### config.mk
export PLATFORM = sky130hd
export DESIGN_NAME = pzp_port
export DESIGN_NICKNAME = d
export VERILOG_FILES = /design/src/core/pzp_pkg.sv /design/src/core/pzp_sync.sv /design/src/core/pzp_pin_cell.sv /design/src/core/pzp_port.sv
export VERILOG_INCLUDE_DIRS = /design/src /design/src/core
export SDC_FILE = /design/constraint.sdc
export NUM_CORES = 1
export LEC_CHECK = 0
export BUFFER_PORTS_ARGS = -buffer_cell sky130_fd_sc_hd__clkbuf_2
export CORE_MARGIN = 2
export CORE_UTILIZATION = 40
export CTS_BUF_LIST = sky130_fd_sc_hd__clkbuf_8
export CTS_CLUSTER_DIAMETER = 150
export DETAILED_ROUTE_END_ITERATION = 8
export PLACE_DENSITY_LB_ADDON = 0.08
export SLEW_MARGIN = 5
export SYNTH_ARGS = -nofsm -noshare
export SYNTH_HDL_FRONTEND = slang
export SYNTH_SLANG_ARGS = --single-unit
### constraint.sdc
create_clock -name mclk -period 4.3 [get_ports mclk]
set_clock_uncertainty 0.2 [all_clocks]
set_input_delay 0 -clock mclk [delete_from_list [all_inputs] [get_ports mclk]]
set_output_delay 0 -clock mclk [all_outputs]
set_load 0.03 [all_outputs]
### src/core/pzp_consts.svh
/*
  Constants of the port zero pin control block: register offsets,
  fixed bit values, reset values and field positions.
  Assumes inclusion by bare name from design files under core/.
*/
`ifndef PZP_CONSTS_SVH
`define PZP_CONSTS_SVH

// ==========================================================
// Register byte addresses on the Avalon-MM slave
`define PZP_ADDR_W          4
`define PZP_OFS_ANALOG      4'h0
`define PZP_OFS_LATCH       4'h4
`define PZP_OFS_DIR         4'h8
`define PZP_OFS_PULLUP      4'hc

// ==========================================================
// Pin count and field layout
`define PZP_NPINS           5
`define PZP_TOP_BITS        3
`define PZP_ANALOG_FIX_LO   1'h1
`define PZP_ONES_TOP        3'h7
`define PZP_ZEROS_TOP       3'h0
`define PZP_UNMAPPED_DATA   32'h0000_0000

// ==========================================================
// Reset values of the programmable fields
`define PZP_RST_ANALOG      4'h0
`define PZP_RST_LATCH       5'h00
`define PZP_RST_DIR         5'h1f
`define PZP_RST_PULLUP      5'h00

`endif

### src/core/pzp_pkg.sv
/*
  Types of the port zero pin control block.
  Assumes pzp_consts.svh sits in the same folder.
*/
`include "pzp_consts.svh"

package pzp_pkg;

  // ========================================================
  // Bus answer state
  typedef enum logic [0:0] {
    PZP_IDLE = 1'b0,
    PZP_ACK  = 1'b1
  } pzp_bus_state_type;

  typedef logic [`PZP_NPINS-1:0] pzp_pins_type;

endpackage

### src/core/pzp_sync.sv
/*
  Two-flip-flop synchroniser for one pin input.
  Assumes mclk domain, rstn asynchronous active low.
*/
`timescale 1ns/10ps

module pzp_sync (
  input  wire logic mclk,
  input  wire logic rstn,
  input  wire logic clk_en,
  input  wire logic async_in,
  output logic      sync_out
);

  logic meta_r;

  // ========================================================
  // Two-stage sampling; first stage feeds only the second
  always_ff @(posedge mclk or negedge rstn) begin
    if (!rstn) begin
      meta_r   <= 1'b0;
      sync_out <= 1'b0;
    end else if (clk_en) begin
      meta_r   <= async_in;
      sync_out <= meta_r;
    end
  end

endmodule

### src/core/pzp_pin_cell.sv
/*
  One pin of port zero: output enable, driven level, pull-up and
  analog routing from the register bits of that pin.
  Assumes register bits come from the mclk domain.
*/
`timescale 1ns/10ps

module pzp_pin_cell #(
  parameter bit HAS_ANALOG = 1'b1
) (
  input  wire logic latch_bit,
  input  wire logic dir_bit,
  input  wire logic pullup_bit,
  input  wire logic analog_bit,
  output logic      pin_out,
  output logic      pin_oe,
  output logic      pin_pullup,
  output logic      pin_analog
);

  logic analog_sel;

  // ========================================================
  // Pin 0 has no analog path
  assign analog_sel = HAS_ANALOG & analog_bit;              // RULE_01

  // ========================================================
  // Output buffer on when direction bit is 0 and pin is digital
  assign pin_oe     = ~dir_bit & ~analog_sel;               // RULE_05
  assign pin_out    = latch_bit;                            // RULE_04
  assign pin_pullup = pullup_bit & ~analog_sel;             // RULE_07
  assign pin_analog = analog_sel;                           // RULE_01

endmodule

### src/core/pzp_port.sv
/*
  Port zero pin control: four registers over Avalon-MM with
  waitrequest, driving five general-purpose pins.
  Assumes one clock mclk at 20 MHz, asynchronous active-low rstn,
  pins driven outside through the output enables given here.
*/
`timescale 1ns/10ps
`include "pzp_consts.svh"

// Notes on behaviour
// [RULE_01] Pins 1-4: analog bit 0 selects digital path, 1 selects analog input.
// [RULE_02] Analog-select bits 7..5 and bit 0 always read 1.
// [RULE_03] Output latch holds pins 0-4 in bits 4..0; bits 7..5 read 0.
// [RULE_04] In output mode latch bit 0 drives low, 1 drives high.
// [RULE_05] Direction bit 0 enables output buffer, 1 leaves pin input.
// [RULE_06] Direction bits 7..5 always read 1.
// [RULE_07] Pull-up bit 1 connects pull-up, 0 leaves it off; bits 7..5 read 0.
// [RULE_08] Latch read returns synchronised pin level for input-mode pins.
module pzp_port (
  input  wire logic        mclk,
  input  wire logic        rstn,
  input  wire logic        clk_en,
  input  wire logic [3:0]  avs_address,
  input  wire logic        avs_read,
  input  wire logic        avs_write,
  input  wire logic [31:0] avs_writedata,
  input  wire logic [3:0]  avs_byteenable,
  output logic [31:0]      avs_readdata,
  output logic             avs_waitrequest,
  input  wire logic [4:0]  pin_in,
  output logic [4:0]       pin_out,
  output logic [4:0]       pin_oe,
  output logic [4:0]       pin_pullup,
  output logic [4:0]       pin_analog
);

  // ========================================================
  // Register state
  logic [3:0]                analog_r;
  pzp_pkg::pzp_pins_type     latch_r;
  pzp_pkg::pzp_pins_type     dir_r;
  pzp_pkg::pzp_pins_type     pullup_r;
  pzp_pkg::pzp_pins_type     pin_sync;
  pzp_pkg::pzp_bus_state_type state_r;
  pzp_pkg::pzp_bus_state_type state_nxt;
  logic [31:0]               rdata_nxt;

  // ========================================================
  // Address decode
  wire sel_analog = (avs_address == `PZP_OFS_ANALOG);
  wire sel_latch  = (avs_address == `PZP_OFS_LATCH);
  wire sel_dir    = (avs_address == `PZP_OFS_DIR);
  wire sel_pullup = (avs_address == `PZP_OFS_PULLUP);
  wire req        = clk_en & (avs_read | avs_write);
  wire take       = req & (state_r == pzp_pkg::PZP_IDLE);
  wire wr_lane0   = take & avs_write & avs_byteenable[0];

  // ========================================================
  // Readback views with fixed bits
  wire [7:0] analog_view = {`PZP_ONES_TOP, analog_r, `PZP_ANALOG_FIX_LO}; // RULE_02
  wire [4:0] latch_mix   = (latch_r & ~dir_r) | (pin_sync & dir_r);       // RULE_08
  wire [7:0] latch_view  = {`PZP_ZEROS_TOP, latch_mix};                   // RULE_03
  wire [7:0] dir_view    = {`PZP_ONES_TOP, dir_r};                        // RULE_06
  wire [7:0] pullup_view = {`PZP_ZEROS_TOP, pullup_r};                    // RULE_07

  // Read data select; unmapped reads zero
  assign rdata_nxt = sel_analog ? {24'h000000, analog_view} :
                     sel_latch  ? {24'h000000, latch_view}  :
                     sel_dir    ? {24'h000000, dir_view}    :
                     sel_pullup ? {24'h000000, pullup_view} :
                     `PZP_UNMAPPED_DATA;

  // ========================================================
  // One wait cycle, then answer
  always_comb begin
    state_nxt = state_r;
    unique case (state_r)
      pzp_pkg::PZP_IDLE: begin
        if (req) begin
          state_nxt = pzp_pkg::PZP_ACK;
        end
      end
      pzp_pkg::PZP_ACK: begin
        if (clk_en) begin
          state_nxt = pzp_pkg::PZP_IDLE;
        end
      end
    endcase
  end

  assign avs_waitrequest = ~(state_r == pzp_pkg::PZP_ACK) | ~clk_en;

  // Bus state and read data
  always_ff @(posedge mclk or negedge rstn) begin
    if (!rstn) begin
      state_r      <= pzp_pkg::PZP_IDLE;
      avs_readdata <= `PZP_UNMAPPED_DATA;
    end else if (clk_en) begin
      state_r <= state_nxt;
      if (take & avs_read) begin
        avs_readdata <= rdata_nxt;
      end
    end
  end

  // ========================================================
  // Register writes, low byte lane only
  always_ff @(posedge mclk or negedge rstn) begin
    if (!rstn) begin
      analog_r <= `PZP_RST_ANALOG;
      latch_r  <= `PZP_RST_LATCH;
      dir_r    <= `PZP_RST_DIR;
      pullup_r <= `PZP_RST_PULLUP;
    end else if (wr_lane0) begin
      if (sel_analog) begin
        analog_r <= avs_writedata[4:1];                     // RULE_02
      end
      if (sel_latch) begin
        latch_r <= avs_writedata[4:0];                      // RULE_03
      end
      if (sel_dir) begin
        dir_r <= avs_writedata[4:0];                        // RULE_06
      end
      if (sel_pullup) begin
        pullup_r <= avs_writedata[4:0];                     // RULE_07
      end
    end
  end

  // ========================================================
  // Pin input synchronisers
  genvar gi;
  generate
    for (gi = 0; gi < `PZP_NPINS; gi++) begin : g_sync
      pzp_sync u_sync (
        .mclk     (mclk),
        .rstn     (rstn),
        .clk_en   (clk_en),
        .async_in (pin_in[gi]),
        .sync_out (pin_sync[gi])
      );
    end
  endgenerate

  // ========================================================
  // Pin cells; pin 0 has no analog bit
  pzp_pin_cell #(.HAS_ANALOG(1'b0)) u_cell0 (
    .latch_bit  (latch_r[0]),
    .dir_bit    (dir_r[0]),
    .pullup_bit (pullup_r[0]),
    .analog_bit (1'b0),
    .pin_out    (pin_out[0]),
    .pin_oe     (pin_oe[0]),
    .pin_pullup (pin_pullup[0]),
    .pin_analog (pin_analog[0])
  );

  generate
    for (gi = 1; gi < `PZP_NPINS; gi++) begin : g_cell
      pzp_pin_cell #(.HAS_ANALOG(1'b1)) u_cell (
        .latch_bit  (latch_r[gi]),
        .dir_bit    (dir_r[gi]),
        .pullup_bit (pullup_r[gi]),
        .analog_bit (analog_r[gi-1]),                       // RULE_01
        .pin_out    (pin_out[gi]),
        .pin_oe     (pin_oe[gi]),
        .pin_pullup (pin_pullup[gi]),
        .pin_analog (pin_analog[gi])
      );
    end
  endgenerate

endmodule

Word-level counts from Yosys, hierarchy flattened. Cells that the tools add are included.

Eq/ne operators: 3. Mux-type cells: 6. Bitwise operators: 30. Reduce and logical (&&, ||, !) cells: 6.

Operators by type and width (count): $mux 8 (3); $and 1x1->1 (13); $not 1->1 (11); $and 5x5->5 (2); $reduce_and 2->1 (5); $eq 4x4->1 const B (2); $mux 5 (1); $not 5->5 (1); $or 5x5->5 (1); $eq 4x3->1 const B (1); $logic_not 4->1 (1); $or 1x1->1 (2); $pmux 1 s2 (1); $mux 1 (1).

Register bits after elaboration: 62. Output and inout bits: 53. Word-level logic and storage cells: 61.

Longest topological paths before layout. Gate-level depths: netlist of run 1.

Depth in word-level cells: 6. Gate-level depth with buffers: 5. Mapped depth without buffers: 4.

Modules after synthesis. Synthesis of run 1 repeated with hierarchy kept, for this count alone.

Cells, all modules: 160. Area, all modules: 1974.4 µm².

Modules (own cells, without submodules): pzp_port (instances 1, cells an instance 119, area each 1481.4 µm²); pzp_sync (instances 5, cells an instance 4, area each 72.6 µm²); pzp_pin_cell at g_cell[1].u_cell ... (instances 4, cells an instance 4, area each 25.0 µm²); pzp_pin_cell at u_cell0 (instances 1, cells an instance 5, area each 30.0 µm²).

Worst setup path after synthesis of run 1. No wires, ideal clock.

Kind: flip-flop to flip-flop. From: register state_r. To: register pullup_r[0]. Setup time: 0.125 ns. Arrival time: 1.423 ns. Data required time: 3.975 ns. Slack: 2.552 ns. Stages on the path, launching flop included: 5. Buffers on the path: 0. Period minus slack after synthesis: 1.748 ns. Cell sequence: dfrtp_1 and2b_1 nand4_2 nor2_1 mux2_2.

Cells in the longest elaborated chain, start to end: 5.

RTL lines: start, declared (RTL line pzp_port.sv:44) `pzp_pkg::pzp_bus_state_type state_r;`; start signal, assigned (RTL line pzp_port.sv:96) `state_r <= pzp_pkg::PZP_IDLE;`; start signal, assigned (RTL line pzp_port.sv:99) `state_r <= state_nxt;`; $not 1->1 (RTL line pzp_port.sv:55) `wire take = req & (state_r == pzp_pkg::PZP_IDLE);`; $and 1x1->1 (RTL line pzp_port.sv:55); $and 1x1->1 (2 in series) (RTL line pzp_port.sv:56) `wire wr_lane0 = take & avs_write & avs_byteenable[0];`; $reduce_and 2->1 (no source line); end signal, assigned (RTL line pzp_port.sv:113) `` pullup_r <= `PZP_RST_PULLUP; ``; end signal, assigned (RTL line pzp_port.sv:125) `pullup_r <= avs_writedata[4:0];`; end, declared (RTL line pzp_port.sv:42) `pzp_pkg::pzp_pins_type pullup_r;`.

No other way between the ends. A chain may end at the register's enable or synchronous reset.

Worst setup path after layout of run 1.
From: register state_r. To: register pullup_r[1].

The elaborated chain is that of the path after synthesis.

==> results.md, run 1 <==
- Seq pwr share: 0.465
- Synth top area cells: dfrtp_1 39%, buf_4 17%, mux2_2 16%, dfstp_2 6.6%, nor2_1 2.5%
- Design area: 2300 um2
- Clock Root Buffer: clkbuf_8
- 1st-iter DRT viols: 74
- Worst R2R Path Depth: 4
- Worst path top cell family by delay: simple AND/OR/NAND/NOR gates
- FP Rows: 25
- CTS tree: yes
- Synth Register Bits: 36
- Gate power share: 0.262
- Top cell type's share of synthesized area: 0.390
- Worst path cell trace: and2b_1 -> nand4_2 -> nor2_1 -> mux2_2
- Synth Area in XOR/XNOR: 0
- Crit path kind: reg -> reg
- Register area share after synthesis: 0.457
- Pint: 0.000587 W
- RSZ-0062 raised after global routing: false
- Final Hold Vio Count: 0
- Synth warnings: 0
- Buf/Inv on CP: 0
- Postcts setup bufs: 0
- DR DRC count: 0
- First-pass GRT wire length: 6220 um
- Setup TNS Final: 0 ns
- Worst slew margin relative to its limit: 0.394
- Die H: 74.5 um
- Synth cell count leaders: 46 x buf_4, 31 x dfrtp_1, 29 x mux2_2
- Fraction of the mapped netlist area in simple logic gates: 0.0982
- Via count: 1375
- Core area: 4750 um2
- Initial Util: 0.418
- Place WS: 2.21 ns
- DRT antenna net count: 0
- Synth Area in Compound Gates: 0.0945
- First-pass DRT Iterations: 4
- Post-DP Area: 2040 um2
- PwrDens: 383 nW/um2
- Yosys cell types: 30
- Pin count of the biggest net entering global routing: 37
- Layout Nets: 273
- Routed wire per std cell: 13.8 um
- H-Tree Depth: 2
- Largest family of logic cells by synthesized area: buffers and inverters
- Ys async rst share: 1.00
- Worst slew pin tran: 0.908 ns
- Total Routing Usage GR: 0.154
- Clock latency on the worst-skew pair: 0.28 ns
- GR Overflow Total: 0
- Req. time, crit path: 4.27 ns
- Register area: 907 um2
- CP startpoint kind: register
- Fmax: 474 MHz
- CTS sink count: 36
- Mapped cell area: 1990 um2
- Crit path depth: 4
- Chip width: 74.5 um
- Outcome: complete, no violations
- Critical-path top delay cell: nor2_1
- Initial antenna violation count: 0
- Mux cell area share after synthesis: 0.164
- Clk pwr share: 0.273
- Number of global-route vias before repair: 1283
- Total CTS buffers: 5
- Syn_area_per_cell: 11.2 um2
- Post-layout minimum cycle time: 2.11 ns
- Fin crit share: 0.491
- Area growth syn-to-layout: 15.6%
- Pwr Total: 0.000879 W
- # fillers: 455
- # IOs: 103
- Hold Path Cell Cnt: 2
- Cts repair resizes: 0
- LEAKAGE: 1.15 nW
- Maxcap violations: 0
- Top_reg_cell synth: dfrtp_1
- Final Hold Slack: 0.0276 ns
- Number of flops mapped to enable cells by yosys: 0
- HP Class: in -> reg
- # port buffers: 47
- Multi-input gate area: 803 um2
- Endpoints failing setup: 0
- Post-DP HPWL: 2870 um
- Placer Congestion: 0.766
- Maximum fanout along the worst path: 5
- Crit path largest cell delay: 0.55 ns
- Switching part of the total: 0.332
- Layout cell share with drive strength beyond 1: 0.402
- Routed vias/inst: 4.73
- Die ar.: 5550 um2
- Slew Viols, Final: 0
- CTS clk-pin slew, worst paths: 0.07 ns
- Cell taking the most area after synthesis: dfrtp_1
- Mapped Cells: 177
- # diodes: 0
- DRT Wirelength: 4020 um
- Final worst setup slack: 2.19 ns
- Most frequent cell after synthesis: buf_4
- Switch Pwr: 0.000292 W
- Maximum clock path buffer count: 2
- Adder-cell share of the synthesized area: 0
- Maximum vdd drop: 0.214 mV
- Arrival @ worst endpoint: 2.08 ns
- CP endpoint kind: register
[worst reg2reg max path, stage by stage (launching register included)]
cell and delay (ns):
dfrtp_1 0.41, and2b_1 0.26, nand4_2 0.17, nor2_1 0.55, mux2_2 0.40
[cell type report]
type                            instances  share of cell area
Clock buffer                            6              0.0359
Timing Repair Buffer                   64               0.176
Sequential cell                        36               0.395
Multi-Input combinational cell        114               0.350
Clock inverter                          2             0.00327
Inverter                                2             0.00327
Tap cell                               67              0.0365
[cells in the final DEF (no fill, tap or decap)]
cell and instances:
nand2b_1 3, o221ai_1 1, inv_1 4, clkbuf_2 47
a22oi_1 6, nand4_2 1, a21oi_1 2, a21o_1 3
nor2_1 13, clkbuf_8 6, nor2b_1 6, nand3b_1 1
a22o_1 4, and2b_1 1, o21ai_0 5, dfstp_2 5
o41ai_1 1, or4_4 1, nor3b_4 1, o31ai_1 2
nand2_1 3, a221o_1 1, nand3_1 2, nor3_1 1
nor4_1 1, mux2_2 29, conb_1 25, o21a_1 1
dlygate4sd3_1 17, dfrtp_1 31
[power by group through the flow]
stage	clock, W	combinational (W)	sequential (W)
after global routing	0.000268	0.000248	0.000414
after global placement	0	0.000214	0.000413
after CTS	0.000251	0.000231	0.000410
after detailed placement	0	0.000217	0.000416
after floorplan	0	0.000204	0.000414
final	0.000240	0.000230	0.000409
[what timing repair did]
action | 4_1_cts | 5_1_grt
endpoints found under the hold margin | 60 | 0
endpoints found under the setup margin | 0 | 0
hold buffers | 17 | 0
[cells by family (layout without fill, tap and decap cells)]
group | count (synthesis) | in the layout
other cells | 1 | 25
flops | 36 | 36
buf+inv | 51 | 74
compound gates | 26 | 26
mux | 29 | 29
simple gates | 34 | 34
[stage by stage]
step                std cells   util
floorplan                 201      -
global placement          266  0.428
detailed placement        266  0.428
CTS                       291  0.483
global route              291  0.483
finish                    291  0.483
[metal layers]
layer  GRT usage  vias up  wire length (um)
li1            -      634                 -
met1       0.198      668              1710
met2       0.236       61              1950
met3      0.0474       12               251
met4      0.0774        0               116
met5           0        -                 0
[sequential cells by signal, indices dropped and copies added (netlist names)]
register	flops
latch_r	5
pullup_r	5
dir_r	5
state_r	1
g_sync.u_sync.meta_r	5
avs_readdata	6
analog_r	4
g_sync.u_sync.sync_out	5
[worst paths after layout]
check	from	to	slack, ns
setup / recovery	state_r	pullup_r[1]	2.19
hold / removal	clk_en	g_sync[1].u_sync.sync_out	0.03
setup reg to reg	state_r	pullup_r[1]	2.19
hold reg to reg	g_sync[3].u_sync.meta_r	g_sync[3].u_sync.meta_r	0.30
max in group asynchronous	rstn	pullup_r[1]	3.16
min in group asynchronous	rstn	state_r	0.17
Power figures use the tool's default switching activity.
==> run 2: changes to the inputs <==
Clock period 4.3 ns to 2.03 ns, I/O delays scaled along.
==> results.md, run 2 (synthesized netlist as in run 1, its figures left out) <==
- Maxcap violations: 0
- Reg2reg end: dir_r[1]
- First-pass DRT Iterations: 4
- Die ar.: 5550 um2
- CP startpoint kind: register
- CTS tree: yes
- Routed wire per std cell: 13.7 um
- DR DRC count: 0
- Placer Congestion: 0.766
- Number of flip-flops in the largest register: 6
- PwrDens: 774 nW/um2
- Chip width: 74.5 um
- Layout cell share with drive strength beyond 1: 0.423
- Final Hold Vio Count: 0
- Outcome: complete, no violations
- FP Rows: 25
- Final cell count without fillers: 306
- CTS hold repair buffers: 23
- Register area: 907 um2
- Maximum vdd drop: 0.403 mV
- Number of global-route vias before repair: 1376
- Clock Root Buffer: clkbuf_8
- Hold Path Cell Cnt: 4
- Origin of the critical flop-to-flop path: state_r
- First-pass GRT wire length: 6690 um
- Commonest non-fill, non-tap cell in the layout: clkbuf_2
- Worst slew margin relative to its limit: 0.405
- CTS clk-pin slew, worst paths: 0.07 ns
- 1st-iter DRT viols: 63
- Placed Cells: 275
- DRT Wirelength: 4180 um
- Layout Nets: 288
- Setup TNS Final: 0 ns
- # IOs: 103
- HP Class: in -> reg
- Post-Route Utilization: 0.509
- Via count: 1400
- LEAKAGE: 1.21 nW
- Maximum fanout along the worst path: 5
- H-Tree Depth: 2
- Endpoints failing setup: 0
- Clock latency on the worst-skew pair: 0.28 ns
- CTS sink count: 36
- CP endpoint kind: register
- Routed vias/inst: 4.58
- Cts repair resizes: 0
- DRT antenna net count: 0
- Worst slew pin tran: 0.893 ns
- Req. time, crit path: 2.05 ns
- # diodes: 0
- Commonest cells after routing, fill and taps aside: 47 x clkbuf_2, 31 x dfrtp_1, 29 x mux2_2, 25 x conb_1, 23 x dlygate4sd3_1
- Reg with most FFs: avs_readdata
- Total Routing Usage GR: 0.165
- Initial Util: 0.418
- Area growth syn-to-layout: 21.9%
- Hold Path End: dir_r[2]
- Post-layout minimum cycle time: 1.95 ns
- Maximum clock path buffer count: 2
- # port buffers: 47
- Hold_sp: avs_byteenable[0]
- Initial antenna violation count: 0
- Arrival @ worst endpoint: 1.97 ns
- Core area: 4750 um2
- Worst R2R Path Depth: 4
- Fin crit share: 0.960
- Fmax: 513 MHz
- # fillers: 466
- R2r setup slk: 0.08 ns
- Postcts setup bufs: 0
- Post-DP HPWL: 3010 um
- RSZ-0062 raised after global routing: false
- Slew Viols, Final: 0
- Total CTS buffers: 5
- Multi-input gate area: 803 um2
- Crit path kind: reg -> reg
- Pin count of the biggest net entering global routing: 37
- Die H: 74.5 um
- GR Overflow Total: 0
run 2: how the worst max path moves through the flow:
stage / slack, ns / end / depth (start not counted) / from
3_3_place_gp: 0.12 / dir_r[4] / 4 / state_r
5_1_grt: 0.02 / dir_r[4] / 4 / state_r
2_1_floorplan: 0.28 / pullup_r[0] / 4 / state_r
6_report: 0.08 / dir_r[1] / 4 / state_r
4_1_cts: 0.09 / dir_r[4] / 4 / state_r
3_5_place_dp: 0.11 / dir_r[0] / 4 / state_r
run 2: cell type report:
| type | count | share of cell area |
|---|---|---|
| repair buffers | 79 | 0.220 |
| multi-input cells | 114 | 0.332 |
| flip-flops and latches | 36 | 0.374 |
| inverters | 2 | 0.00310 |
| clock buffers | 5 | 0.0284 |
| well taps | 67 | 0.0346 |
| clock inverters | 3 | 0.00775 |
run 2: where the power goes:
part / switching (W) / internal (W)
clock network: 0.000259 / 0.000239
registers: 0.0000608 / 0.000805
logic: 0.000320 / 0.000191
run 2: through the flow:
stage               total power (W)  worst slack (ns)  hold slack, ns  cell area (um2)
floorplan                   0.00131             0.282          -0.496             2080
global placement            0.00134             0.117         -0.0425             2100
detailed placement          0.00135             0.114         -0.0261             2100
CTS                         0.00190            0.0877          0.0774             2420
global route                0.00199            0.0157          0.0845             2420
finish                      0.00187            0.0810          0.0972             2420
run 2: per-layer routing:
metal,global-route usage,wire length [um],up-vias
li1,-,-,667
met2,0.281,2090,57
met3,0.0420,232,8
met5,0,0,-
met1,0.197,1770,668
met4,0.0694,84,0
run 2: worst max-delay path: stages, from the launching register on:
cell,delay [ns]
dfrtp_1,0.41
and2b_1,0.28
nand4_2,0.19
nor3b_4,0.42
mux2_2,0.38
